## src/rtl/i2cs_pkg.sv

```systemverilog
// Shared constants, types and decode helpers for the serial port block
package i2cs_pkg;

   // ****************************************
   // Register offsets
   // ****************************************
   localparam logic [7:0] OFF_GLOBAL_INTERRUPT_CONTROL = 8'h0b;
   localparam logic [7:0] OFF_PERIPHERAL_IRQ_FLAGS   = 8'h0c;
   localparam logic [7:0] OFF_BUF    = 8'h13;
   localparam logic [7:0] OFF_CTRL   = 8'h14;
   localparam logic [7:0] OFF_DIR    = 8'h87;
   localparam logic [7:0] OFF_PERIPHERAL_IRQ_ENABLES   = 8'h8c;
   localparam logic [7:0] OFF_ADDR   = 8'h93;
   localparam logic [7:0] OFF_STAT   = 8'h94;

   // ****************************************
   // Field positions and reset values
   // ****************************************
   localparam int B_IRQ  = 3;
   localparam int B_WCOL = 7;
   localparam int B_OV   = 6;
   localparam int B_EN   = 5;
   localparam int B_CKP  = 4;
   localparam int B_SCL  = 3;
   localparam int B_SDA  = 4;
   localparam logic [7:0] RST_REG = 8'h00;
   localparam logic [7:0] RST_DIR = 8'hff;
   localparam logic [3:0] BITS_BYTE = 4'h8;

   // ****************************************
   // Modes
   // ****************************************
   localparam logic [3:0] M_SL7   = 4'h6;
   localparam logic [3:0] M_SL10  = 4'h7;
   localparam logic [3:0] M_MAST  = 4'hb;
   localparam logic [3:0] M_SL7I  = 4'he;
   localparam logic [3:0] M_SL10I = 4'hf;

   typedef enum logic [4:0] {
      S_IDLE = 5'h01,
      S_RX   = 5'h02,
      S_ACK  = 5'h04,
      S_TX   = 5'h08,
      S_MACK = 5'h10
   } i2cs_st_t;

   typedef struct packed {
      logic [1:0] s1;
      logic [1:0] s2;
   } i2cs_sync_t;

   typedef struct packed {
      logic scl;
      logic sda;
   } i2cs_cond_t;

   typedef struct packed {
      i2cs_st_t   st;
      logic [3:0] cnt;
      logic [7:0] shift;
      logic       is_addr;
      logic       ten_lo;
      logic       ten_ok;
      logic       ack_drive;
      logic       pend_irq;
      logic       pend_ua;
      logic       pend_tx;
      logic       tx_ld;
      logic [7:0] global_interrupt_control;
      logic [7:0] peripheral_irq_flags;
      logic [7:0] peripheral_irq_enables;
      logic [7:0] buffer;
      logic [7:0] ctrl;
      logic [7:0] dir;
      logic [7:0] oaddr;
      logic [1:0] smp_cke;
      logic       d_a;
      logic       p;
      logic       s;
      logic       rw;
      logic       ua;
      logic       bf;
      logic [7:0] rdata;
      logic       scl_oe;
      logic       sda_oe;
      logic       scl_out;
      logic       sda_out;
   } i2cs_top_t;

   localparam i2cs_top_t TOP_RST = '{st: S_IDLE, dir: RST_DIR, default: '0};

   function automatic logic is_i2c(input logic [3:0] m);
      is_i2c = (m == M_SL7) || (m == M_SL10) || (m == M_MAST) || (m == M_SL7I) || (m == M_SL10I);
   endfunction : is_i2c

   function automatic logic is_slave(input logic [3:0] m);
      is_slave = is_i2c(m) && (m != M_MAST);
   endfunction : is_slave

   function automatic logic is_ten(input logic [3:0] m);
      is_ten = (m == M_SL10) || (m == M_SL10I);
   endfunction : is_ten

   function automatic logic is_ssirq(input logic [3:0] m);
      is_ssirq = (m == M_MAST) || (m == M_SL7I) || (m == M_SL10I);
   endfunction : is_ssirq

endpackage : i2cs_pkg

```

## src/rtl/i2cs_top.sv

```systemverilog
// Two-wire serial port: slave engine, bus condition flags, register file
// Function
// - After START, shift eight bits on SCL rise
// - Eighth falling edge compares upper seven bits
// - Match with room loads buffer, ACKs, flags
// - Data byte always flags; load, ACK conditional
// - Ten-bit first byte 11110, A9, A8, write
// - Ten-bit address byte sets UA, holds SCL
// - Buffer read clears full; software clears flag
// - Repeated START high byte accepted without UA
// - Write address clears R/W, loads buffer
// - Address during overflow gets no ACK
// - Every received data byte raises the flag
// - Read address sets R/W, ACKs, stretches
// - Buffer write loads shifter; release frees SCL
// - Transmit changes SDA on falls, flags ninth
// - Master ACK latched ninth rise; NACK ends
// - START/STOP bits toggle, cleared when off
// - Direction bit output drives line low
// - Master-support mode 1011 flags START, STOP, bytes
// - Busy bus flags when STOP arrives in modes 1011, 1110, 1111
// - Slave keeps receiving after lost arbitration
// - Clock release high frees SCL, low stretches
// - Mode codes 0110,0111,1110,1111,1011
//
// Implementation choice: the strobed register port.
module i2cs_top
   import i2cs_pkg::*;
(
   input  wire logic       clk,
   input  wire logic       rst_b,
   input  wire logic [7:0] addr,
   input  wire logic [7:0] wdata,
   input  wire logic       wr,
   input  wire logic       rd,
   output logic      [7:0] rdata,
   input  wire logic       scl_in,
   output logic            scl_out,
   output logic            scl_oe,
   input  wire logic       sda_in,
   output logic            sda_out,
   output logic            sda_oe
);

   // ****************************************
   // Pin sampling
   // ****************************************
   logic [1:0] pins_s;
   logic       scl_s;
   logic       sda_s;
   logic       c_rise;
   logic       c_fall;
   logic       c_start;
   logic       c_stop;

   i2cs_sync u_sync (
      .clk   (clk),
      .rst_b (rst_b),
      .d     ({scl_in, sda_in}),
      .q     (pins_s)
   );

   assign scl_s = pins_s[1];
   assign sda_s = pins_s[0];

   i2cs_cond u_cond (
      .clk      (clk),
      .rst_b    (rst_b),
      .scl      (scl_s),
      .sda      (sda_s),
      .scl_rise (c_rise),
      .scl_fall (c_fall),
      .start    (c_start),
      .stop     (c_stop)
   );

   // ****************************************
   // State
   // ****************************************
   i2cs_top_t  r;
   i2cs_top_t  n;
   logic [3:0] mode;
   logic       live;
   logic       hit;

   assign mode = r.ctrl[3:0];
   assign live = r.ctrl[B_EN] && is_i2c(mode);

   always_comb begin
      n       = r;
      hit     = 1'b0;
      n.rdata = 8'h00;
      // ****************************************
      // Register reads
      // ****************************************
      if (rd) begin
         case (addr)
            OFF_GLOBAL_INTERRUPT_CONTROL: n.rdata = r.global_interrupt_control;
            OFF_PERIPHERAL_IRQ_FLAGS:   n.rdata = r.peripheral_irq_flags;
            OFF_BUF:    n.rdata = r.buffer;
            OFF_CTRL:   n.rdata = r.ctrl;
            OFF_DIR:    n.rdata = r.dir;
            OFF_PERIPHERAL_IRQ_ENABLES:   n.rdata = r.peripheral_irq_enables;
            OFF_ADDR:   n.rdata = r.oaddr;
            OFF_STAT:   n.rdata = {r.smp_cke, r.d_a, r.p, r.s, r.rw, r.ua, r.bf};
            default:    n.rdata = 8'h00;
         endcase
         if (addr == OFF_BUF) begin
            n.bf = 1'b0;
         end
      end
      // ****************************************
      // Register writes
      // ****************************************
      if (wr) begin
         case (addr)
            OFF_GLOBAL_INTERRUPT_CONTROL: n.global_interrupt_control = wdata;
            OFF_PERIPHERAL_IRQ_FLAGS:   n.peripheral_irq_flags = wdata;
            OFF_CTRL:   n.ctrl = wdata;
            OFF_DIR:    n.dir = wdata;
            OFF_PERIPHERAL_IRQ_ENABLES:   n.peripheral_irq_enables = wdata;
            OFF_STAT:   n.smp_cke = wdata[7:6];
            OFF_ADDR: begin
               n.oaddr = wdata;
               n.ua    = 1'b0;
            end
            OFF_BUF: begin
               n.buffer = wdata;
               if (r.st == S_TX && r.cnt == 4'h0) begin
                  n.shift = wdata;
                  n.tx_ld = 1'b1;
                  n.bf    = 1'b1;
               end else if (r.st == S_TX || r.st == S_MACK) begin
                  n.ctrl[B_WCOL] = 1'b1;
               end
            end
            default: ;
         endcase
      end
      // ****************************************
      // Bus engine; hardware sets come last so they win
      // ****************************************
      if (!live) begin
         n.st        = S_IDLE;
         n.p         = 1'b0;
         n.s         = 1'b0;
         n.ack_drive = 1'b0;
         n.ten_ok    = 1'b0;
      end else if (c_start) begin
         n.s         = 1'b1;
         n.p         = 1'b0;
         n.st        = S_RX;
         n.cnt       = 4'h0;
         n.is_addr   = 1'b1;
         n.ten_lo    = 1'b0;
         n.ack_drive = 1'b0;
         if (is_ssirq(mode)) begin
            n.peripheral_irq_flags[B_IRQ] = 1'b1;
         end
      end else if (c_stop) begin
         n.p         = 1'b1;
         n.s         = 1'b0;
         n.st        = S_IDLE;
         n.ten_ok    = 1'b0;
         n.ack_drive = 1'b0;
         if (is_ssirq(mode)) begin
            n.peripheral_irq_flags[B_IRQ] = 1'b1;
         end
      end else begin
         unique case (r.st)
            S_IDLE: ;
            S_RX: begin
               if (c_rise && r.cnt < BITS_BYTE) begin
                  n.shift = {r.shift[6:0], sda_s};
                  n.cnt   = r.cnt + 4'h1;
               end else if (c_fall && r.cnt == BITS_BYTE) begin
                  n.st       = S_ACK;
                  n.pend_irq = 1'b0;
                  n.pend_ua  = 1'b0;
                  n.pend_tx  = 1'b0;
                  if (mode == M_MAST) begin
                     n.pend_irq = 1'b1;
                  end else if (!r.is_addr) begin
                     n.pend_irq  = 1'b1;
                     n.d_a       = 1'b1;
                     n.ack_drive = !r.bf && !r.ctrl[B_OV];
                     if (!r.bf) begin
                        n.buffer = r.shift;
                        n.bf     = 1'b1;
                     end else begin
                        n.ctrl[B_OV] = 1'b1;
                     end
                  end else begin
                     // high byte pattern held in own address
                     if (is_ten(mode) && r.ten_lo) begin
                        hit = (r.shift == r.oaddr);
                     end else begin
                        hit = (r.shift[7:1] == r.oaddr[7:1]);
                     end
                     if (is_ten(mode) && !r.ten_lo && r.shift[0] && !r.ten_ok) begin
                        hit = 1'b0;
                     end
                     if (!hit) begin
                        n.st = S_IDLE;
                     end else if (r.bf || r.ctrl[B_OV]) begin
                        n.ctrl[B_OV] = 1'b1;
                        n.st         = S_IDLE;
                     end else begin
                        n.buffer    = r.shift;
                        n.bf        = 1'b1;
                        n.ack_drive = 1'b1;
                        n.pend_irq  = 1'b1;
                        n.d_a       = 1'b0;
                        if (!is_ten(mode)) begin
                           n.rw      = r.shift[0];
                           n.pend_tx = r.shift[0];
                           n.is_addr = 1'b0;
                        end else if (r.ten_lo) begin
                           n.pend_ua = 1'b1;
                           n.ten_lo  = 1'b0;
                           n.ten_ok  = 1'b1;
                           n.is_addr = 1'b0;
                           n.rw      = 1'b0;
                        end else if (r.shift[0]) begin
                           n.rw      = 1'b1;
                           n.pend_tx = 1'b1;
                           n.is_addr = 1'b0;
                        end else begin
                           n.pend_ua = 1'b1;
                           n.ten_lo  = 1'b1;
                           n.rw      = 1'b0;
                        end
                     end
                  end
               end
            end
            S_ACK: begin
               if (c_fall) begin
                  n.ack_drive = 1'b0;
                  n.cnt       = 4'h0;
                  if (r.pend_irq) begin
                     n.peripheral_irq_flags[B_IRQ] = 1'b1;
                  end
                  if (r.pend_ua) begin
                     n.ua = 1'b1;
                  end
                  if (r.pend_tx) begin
                     n.st          = S_TX;
                     n.tx_ld       = 1'b0;
                     n.ctrl[B_CKP] = 1'b0;
                  end else begin
                     n.st = S_RX;
                  end
               end
            end
            S_TX: begin
               if (c_fall && r.tx_ld) begin
                  n.shift = {r.shift[6:0], 1'b1};
                  n.cnt   = r.cnt + 4'h1;
                  if (r.cnt == BITS_BYTE - 4'h1) begin
                     n.st    = S_MACK;
                     n.tx_ld = 1'b0;
                  end
               end
            end
            S_MACK: begin
               if (c_rise && sda_s) begin
                  n.st      = S_IDLE;
                  n.rw      = 1'b0;
                  n.d_a     = 1'b0;
                  n.ua      = 1'b0;
                  n.bf      = 1'b0;
                  n.smp_cke = 2'h0;
               end else if (c_fall) begin
                  n.peripheral_irq_flags[B_IRQ] = 1'b1;
                  n.ctrl[B_CKP] = 1'b0;
                  n.d_a         = 1'b1;
                  n.bf          = 1'b0;
                  n.cnt         = 4'h0;
                  n.st          = S_TX;
               end
            end
            default: n.st = S_IDLE;
         endcase
      end
      // ****************************************
      // Open-drain pins, always low when driven
      // ****************************************
      n.scl_out = 1'b0;
      n.sda_out = 1'b0;
      n.scl_oe = !n.dir[B_SCL] || (n.ctrl[B_EN] && is_slave(n.ctrl[3:0])
                 && (!n.ctrl[B_CKP] || n.ua));
      n.sda_oe = !n.dir[B_SDA] || (n.st == S_ACK && n.ack_drive)
                 || (n.st == S_TX && n.tx_ld && !n.shift[7]);
   end

   always_ff @(posedge clk) begin
      if (!rst_b) begin
         r <= TOP_RST;
      end else begin
         r <= n;
      end
   end

   assign rdata   = r.rdata;
   assign scl_out = r.scl_out;
   assign scl_oe  = r.scl_oe;
   assign sda_out = r.sda_out;
   assign sda_oe  = r.sda_oe;

   logic quiet;
   assign quiet = live && !c_start && !c_stop;
endmodule : i2cs_top

```

## src/rtl/i2cs_sync.sv

```systemverilog
// Two-stage synchroniser for the clock and data pins
module i2cs_sync
   import i2cs_pkg::*;
(
   input  wire logic       clk,
   input  wire logic       rst_b,
   input  wire logic [1:0] d,
   output logic      [1:0] q
);

   // ****************************************
   // State
   // ****************************************
   i2cs_sync_t r;
   i2cs_sync_t next_r;

   // Idle bus level is high, so reset to high avoids a false edge
   always_comb begin
      next_r    = r;
      next_r.s1 = d;
      next_r.s2 = r.s1;
   end

   always_ff @(posedge clk) begin
      if (!rst_b) begin
         r <= '{s1: 2'h3, s2: 2'h3};
      end else begin
         r <= next_r;
      end
   end

   assign q = r.s2;

endmodule : i2cs_sync

```

## src/rtl/i2cs_cond.sv

```systemverilog
// Edge and bus condition detector on synchronised clock and data lines
module i2cs_cond
   import i2cs_pkg::*;
(
   input  wire logic clk,
   input  wire logic rst_b,
   input  wire logic scl,
   input  wire logic sda,
   output logic      scl_rise,
   output logic      scl_fall,
   output logic      start,
   output logic      stop
);

   // ****************************************
   // State
   // ****************************************
   i2cs_cond_t r;
   i2cs_cond_t next_r;

   always_comb begin
      next_r     = r;
      next_r.scl = scl;
      next_r.sda = sda;
   end

   always_ff @(posedge clk) begin
      if (!rst_b) begin
         r <= '{scl: 1'b1, sda: 1'b1};
      end else begin
         r <= next_r;
      end
   end

   assign scl_rise = scl && !r.scl;
   assign scl_fall = !scl && r.scl;
   assign start    = scl && r.scl && r.sda && !sda;
   assign stop     = scl && r.scl && !r.sda && sda;

endmodule : i2cs_cond

```

## config.mk

```make
export PLATFORM = sky130hd
export DESIGN_NAME = i2cs_top
export DESIGN_NICKNAME = d
export VERILOG_FILES = /design/src/rtl/i2cs_pkg.sv /design/src/rtl/i2cs_top.sv /design/src/rtl/i2cs_sync.sv /design/src/rtl/i2cs_cond.sv
export SDC_FILE = /design/constraint.sdc
export NUM_CORES = 1
export LEC_CHECK = 0
export ABC_AREA = 1
export BUFFER_PORTS_ARGS = -buffer_cell sky130_fd_sc_hd__buf_2
export CORE_AREA = 2 2 103 105
export DETAILED_ROUTE_END_ITERATION = 8
export DIE_AREA = 0 0 105 107
export HOLD_SLACK_MARGIN = 0.06
export PLACE_DENSITY_LB_ADDON = 0.08
export SLEW_MARGIN = 20
export SYNTH_ARGS = -nofsm -noshare
export SYNTH_HDL_FRONTEND = slang
export SYNTH_SLANG_ARGS = --single-unit
```

## constraint.sdc

```tcl
create_clock -name clk -period 2.1 [get_ports clk]
set_input_delay 0.105 -clock clk [delete_from_list [all_inputs] [get_ports clk]]
set_output_delay 0.105 -clock clk [all_outputs]
set_load 0.05 [all_outputs]
```

# [Yosys cells after proc, flatten, opt, wreduce, memory -nomap -nowiden]
# Cells that the tools add are included.
[totals] reg_bits=107 inputBits=22 out_inout_bits=12
[classes] addsub=1 order_cmp=1 eq_ne=65 n_mux=177 bitwise_logic=4 n_reduce_logical=76
[ops] operator="$mux 8" n=21
[ops] operator="$mux 1" n=85
[ops] operator="$pmux 8 s8" n=1
[ops] operator="$mux 7" n=9
[ops] operator="$mux 59" n=1
[ops] operator="$mux 3" n=13
[ops] operator="$mux 9" n=4
[ops] operator="$eq 8x8->1 const B" n=4
[ops] operator="$mux 2" n=15
[ops] operator="$mux 5" n=6
[ops] operator="$ne 3x3->1 const B" n=10
[ops] operator="$reduce_and 10->1" n=3
[ops] operator="$eq 4x4->1 const B" n=7
[ops] operator="$mux 14" n=2
[ops] operator="$pmux 5 s5" n=1
[ops] operator="$logic_and 1x1->1" n=24
[ops] operator="$mux 4" n=6
[ops] operator="$ne 4x4->1 const B" n=6
[ops] operator="$eq 4x3->1 const B" n=5
[ops] operator="$pmux 1 s2" n=9
[ops] operator="$logic_or 1x1->1" n=17
[ops] operator="$mux 17" n=1
[ops] operator="$eq 8x4->1 const B" n=2
[ops] operator="$eq 8x5->1 const B" n=2
[ops] operator="28 further kinds" n=70

# [Longest topological paths before layout]
[logic_depth] ltp_word=31 depth_mapped=16 ltp_nobuf=16

# [Modules after synthesis]
# A second synthesis with hierarchy kept.
[unflattened] cells_unflattened=794 area_unflattened_um2=5395.2
[modules_own_cells] mod="i2cs_top" n_inst=1 cells_each=767 area_per_inst_um2=5196.2 seq_area_each_um2=1981.9
[modules_own_cells] mod="i2cs_sync" n_inst=1 cells_each=12 area_per_inst_um2=110.1 seq_area_each_um2=80.1
[modules_own_cells] mod="i2cs_cond" n_inst=1 cells_each=15 area_per_inst_um2=88.8 seq_area_each_um2=40.0

# [Worst setup path after synthesis]
# OpenSTA, ideal clock, no wires.
[synth_timing] path_type="register -> register" start="reg r[92] (netlist name)" end="reg r[48] (netlist name)" setup_ns=0.122 arrival_time_ns=1.509 t_required_ns=1.978 setup_slack_ns=0.469 stages_incl_launch_ff=13 path_buffers=1 synth_period_minus_slack_ns=1.631 path_cell_list="dfxtp_1 -> inv_1 -> ha_1 -> nand3_1 -> nor2_2 -> inv_1 -> nor2_4 -> nand2_4 -> nor2_8 -> nand3_4 -> buf_6 -> o21ai_1 -> a31oi_1"
[synth_via] elab_chain_len=8 elab_cells_between_ends=10
[synth_rtl] element="start: declaration" line_no="i2cs_top.sv:80" rtl="i2cs_top_t r;"
[synth_rtl] element="start signal: assignment" line_no="i2cs_top.sv:301" rtl="r <= n;"
[synth_rtl] element="branches (longest 3 deep; another with $lt 4x4->1)"
[synth_rtl] element="$mux 8 (*)" line_no="i2cs_top.sv:173" rtl="if (c_rise && r.cnt < BITS_BYTE) begin"
[synth_rtl] element="$mux 8 (*)" line_no="i2cs_top.sv:170" rtl="unique case (r.st)"
[synth_rtl] element="$mux 8 (*)" line_no="i2cs_top.sv:160" rtl="end else if (c_stop) begin"
[synth_rtl] element="$mux 8 (*)" line_no="i2cs_top.sv:149" rtl="end else if (c_start) begin"
[synth_rtl] element="$mux 8 (*)" line_no="i2cs_top.sv:143" rtl="if (!live) begin"
# Mark *: on every way between the ends.
# A chain may end at the register's enable or synchronous reset.

# [Final worst setup path]
[layout_timing] start="reg r[97] (netlist name)" end="reg r[86] (netlist name)"
[layout_via] elab_chain_len=10 elab_cells_between_ends=12
[layout_rtl] element="$eq 5x4->1" line_no="i2cs_top.sv:129, i2cs_top.sv:170"
[layout_rtl] element="$logic_and 1x1->1" line_no="i2cs_top.sv:129" rtl="if (r.st == S_TX && r.cnt == 4'h0) begin"
[layout_rtl] element="$mux 8" line_no="i2cs_top.sv:129"
[layout_rtl] element="$mux 8" line_no="i2cs_top.sv:116" rtl="case (addr)"
[layout_rtl] element="$mux 8" line_no="i2cs_top.sv:115" rtl="if (wr) begin"
[layout_rtl] element="$mux 17 or $mux 12 (tied branches)" line_no="i2cs_top.sv:257, i2cs_top.sv:173"
[layout_rtl] element="$pmux 8 s2" line_no="i2cs_top.sv:170"
[layout_rtl] element="$mux 14" line_no="i2cs_top.sv:160"
[layout_rtl] element="$mux 8" line_no="i2cs_top.sv:149"
[layout_rtl] element="$mux 14 (*)" line_no="i2cs_top.sv:143"
# Mark *: on every way between the ends. The rest lies on a longest branch, timed or not. The select of a mux whose other input is x is not followed.

==> impl_results.html <==
<table>
<tr><th>Metric</th><th>Value</th></tr>
<tr><th colspan="2">Critical path</th></tr>
<tr><td>Critical Setup Path Class</td><td>flop to flop</td></tr>
<tr><td>Worst setup EP type</td><td>flop</td></tr>
<tr><td>Req. time, crit path</td><td>~2.4 ns</td></tr>
<tr><td>Signal arrival time at the worst endpoint</td><td>about 2.3 ns</td></tr>
<tr><td>Nature of the critical path startpoint</td><td>flop</td></tr>
<tr><td>Critical-path maximum fanout</td><td>11</td></tr>
<tr><th colspan="2">Detailed routing</th></tr>
<tr><td>Remaining antenna violation count after routing</td><td>0</td></tr>
<tr><td>Total number of vias</td><td>about 5.4k</td></tr>
<tr><td>Post-detailed-route DRC marker count</td><td>0</td></tr>
<tr><td>Detail-routed net length per standard cell</td><td>approximately 18 um</td></tr>
<tr><td>Final wirelength</td><td>about 17,000 um</td></tr>
<tr><td>Via density per instance</td><td>about 5.6</td></tr>
<tr><td>DR iter-0 viols</td><td>just under 500</td></tr>
<tr><td>1st-pass router iterations</td><td>5</td></tr>
<tr><th colspan="2">STA</th></tr>
<tr><td>Maximum achievable frequency</td><td>502 MHz</td></tr>
<tr><td>Layout Skew</td><td>about 0.012 ns</td></tr>
<tr><td>Period Utilization, post-route</td><td>0.948</td></tr>
<tr><td>Rel. slew slack</td><td>0.629</td></tr>
<tr><td>Worst-margin pin slew</td><td>~0.55 ns</td></tr>
<tr><td>Time the worst path needs with I/O delays and setup</td><td>between 1.5 and 2 ns</td></tr>
<tr><td>Final Hold Violating Endpoints</td><td>0</td></tr>
<tr><td>Number of endpoints failing setup at the final stage</td><td>0</td></tr>
<tr><td>Number of pins with negative max-slew slack in the final report</td><td>0</td></tr>
<tr><th colspan="2">Logic synthesis</th></tr>
<tr><td>Post-synthesis sequential element count</td><td>105</td></tr>
<tr><td>Post-synth top area cell</td><td>dfxtp_1</td></tr>
<tr><td>Share of async-settable or async-resettable flops after synthesis</td><td>0</td></tr>
<tr><td>Cell with the most instances after synthesis</td><td>nand2_1</td></tr>
<tr><td>Synthesized instance count</td><td>approximately 800</td></tr>
<tr><td>Avg Inst Size Synth</td><td>~7 um^2</td></tr>
<tr><td>Post-synthesis sequential area ratio</td><td>0.384</td></tr>
<tr><td>Main flop type after synthesis</td><td>dfxtp_1</td></tr>
<tr><td>Number of enable flip-flop cells after synthesis</td><td>0</td></tr>
<tr><td>Netlist cell types</td><td>50</td></tr>
<tr><td>Top post-synthesis cells by area</td><td>dfxtp_1 (38%), nand2_1 (13%), inv_1 (6.8%)</td></tr>
<tr><td>Area fraction of the dominant cell type after synthesis</td><td>0.384</td></tr>
<tr><td>Yosys warning total</td><td>0</td></tr>
<tr><td>Commonest cells post-synth</td><td>nand2_1 (190), dfxtp_1 (105), inv_1 (99)</td></tr>
<tr><td>Post-synthesis instance area</td><td>around 5500 um^2</td></tr>
<tr><th colspan="2">Floorplanning</th></tr>
<tr><td>Total Die Area</td><td>around 11,000 um^2</td></tr>
<tr><td>Core outline area</td><td>10,100 um^2</td></tr>
<tr><td>Horizontal die dimension</td><td>105 um</td></tr>
<tr><td>Starting density of the core</td><td>0.542</td></tr>
<tr><td>Y dimension of the die</td><td>107 um</td></tr>
<tr><td>FP Rows</td><td>37</td></tr>
<tr><td>Top-level I/O count</td><td>34</td></tr>
<tr><th colspan="2">Global routing</th></tr>
<tr><td>Via count of the first global-routing pass</td><td>between 4k and 5k</td></tr>
<tr><td>Largest net degree at the start of global routing</td><td>50</td></tr>
<tr><td>Global-route wire length before repair</td><td>roughly 27,000 um</td></tr>
<tr><td>Remaining global-route overflow</td><td>0</td></tr>
<tr><td>Initial antenna violation count</td><td>0</td></tr>
<tr><td>Overall Global Routing Usage</td><td>0.309</td></tr>
<tr><th colspan="2">Finish</th></tr>
<tr><td>Layout Nets</td><td>849</td></tr>
<tr><td>Area of the multi-input gates</td><td>around 2800 um^2</td></tr>
<tr><td>Final standard cell count with taps included and fillers excluded</td><td>965</td></tr>
<tr><td>Fill cell total of the finished layout</td><td>a little under 1k</td></tr>
<tr><td>Layout cells sized above 1</td><td>0.139</td></tr>
<tr><td>Reg area</td><td>between 2000 and 2500 um^2</td></tr>
<tr><td>Layout overhead on the synthesized area</td><td>8.72%</td></tr>
<tr><td>Antenna diode count</td><td>0</td></tr>
<tr><th colspan="2">Clock network</th></tr>
<tr><td>Maximum buffer depth of the clock tree</td><td>2</td></tr>
<tr><td>Clock latency on the worst-skew pair</td><td>roughly 0.40 ns</td></tr>
<tr><td>Clock transition at path regs</td><td>~0.10 ns</td></tr>
<tr><td>Clock sink count</td><td>about 110</td></tr>
<tr><td>Number of clock buffers inserted by TritonCTS</td><td>9</td></tr>
<tr><td># H-tree levels</td><td>3</td></tr>
<tr><td>Clock Root Buffer</td><td>clkbuf_8</td></tr>
<tr><td>TritonCTS clock tree</td><td>built</td></tr>
<tr><th colspan="2">Placement</th></tr>
<tr><td>Gp weighted congestion</td><td>0.993</td></tr>
<tr><td>Placed Cells</td><td>roughly 950</td></tr>
<tr><td>Input/output buffers</td><td>31</td></tr>
<tr><td>Half-perimeter wire length of the detailed placement result</td><td>12,900 um</td></tr>
<tr><th colspan="2">Worst hold path</th></tr>
<tr><td>Classification of the worst-slack hold path</td><td>input port to flop</td></tr>
<tr><th colspan="2">Power</th></tr>
<tr><td>Peak supply drop</td><td>about 0.43 mV</td></tr>
<tr><td>PwrDens</td><td>584 nW/um^2</td></tr>
<tr><td>Leakage Power</td><td>between 2 and 3 nW</td></tr>
<tr><td>Final total power</td><td>~3.5 mW</td></tr>
<tr><th colspan="2">Run</th></tr>
<tr><td>Max-cap violations</td><td>0</td></tr>
<tr><th colspan="2">Run status</th></tr>
<tr><td>Status</td><td>finished clean</td></tr>
</table>
[stage by stage]
stage	setup TNS (ns)	worst slack [ns]	instance area, um^2	hold slack [ns]	utilization
floorplan	0	0.469	5470	0.212	-
global placement	0	0.111	5710	0.293	0.566
detailed placement	0	0.145	5710	0.297	0.566
CTS	0	0.124	5940	0.0648	0.589
global route	-0.00248	-0.00248	5940	0.0774	0.589
finish	0	0.109	5940	0.0694	0.589
[state kept, by name, summed over array words and instances (netlist names)]
register and flops:
r 85, rdata 8, mode 4, u_cond.r 2
u_sync.next_r 2, u_sync.q 2, scl_oe 1, sda_oe 1
[report_power, final]
group	switching, mW	total, mW	internal (mW)
Combinational	0.133	0.182	0.0484
Sequential	0.00397	2.00	2.00
Clock	0.746	1.29	0.544
[timing repair]
action,in CTS,in global routing
hold endpoints to repair,4,0
gates resized for setup,0,4
hold buffers,4,0
setup buffers,0,0
endpoints found under the setup margin,0,3
[critical path, cell delays in order (launching register included)]
cell and delay (ns):
dfxtp_1 0.38, nor2_4 0.16, nand4_2 0.21, nor2_1 0.33, nand2_2 0.19, buf_4 0.22, nand2_1 0.06, o21ai_1 0.09
a21oi_1 0.15, o31ai_1 0.09
[layer usage]
metal	global-route usage	vias up	wire length, um
met5	0	-	0
met1	0.386	2443	6990
li1	-	2658	-
met2	0.518	279	8020
met4	0.151	0	881
met3	0.0505	65	1270
[kinds of logic (layout without fill, tap and decap cells)]
logic type,after synthesis,after routing,share of synthesized area
and+or+nand+nor,354,354,0.297
muxes,1,1,0.00183
DFF,105,105,0.384
adders and majority gates,2,2,0.00458
AOI/OAI and AO/OA,190,190,0.200
xor gates and xnor gates,2,2,0.00320
other,1,2,0.000686
buffers and inverters,143,173,0.108
[cell type report]
cell class	instances	area share
well taps	136	0.0286
clock inverters	5	0.00968
clock buffers	10	0.0215
inverters	110	0.0695
multi-input cells	551	0.468
repair buffers	48	0.0493
flip-flops and latches	105	0.354
[placed cells by master (no fill, tap or decap), types with 13 or more instances in the layout]
master	Yosys	final
inv_1	99	99
buf_2	9	31
o21ai_0	57	55
nand3_1	27	27
o211ai_1	13	13
nor2_1	73	73
nand2_1	190	190
buf_4	10	13
a21oi_1	73	72
dfxtp_1	105	104
[final timing paths]
kind	cells after the start	slack [ns]	end	start
worst max-delay path	9	0.11	r[86]	r[97]
worst max register to register	9	0.11	r[86]	r[97]
worst min register to register	1	0.42	u_sync.q[0]	u_sync.next_r[0]
worst min-delay path	3	0.07	rdata[6]	rd
No activity file was read; power rests on OpenSTA's default activity.
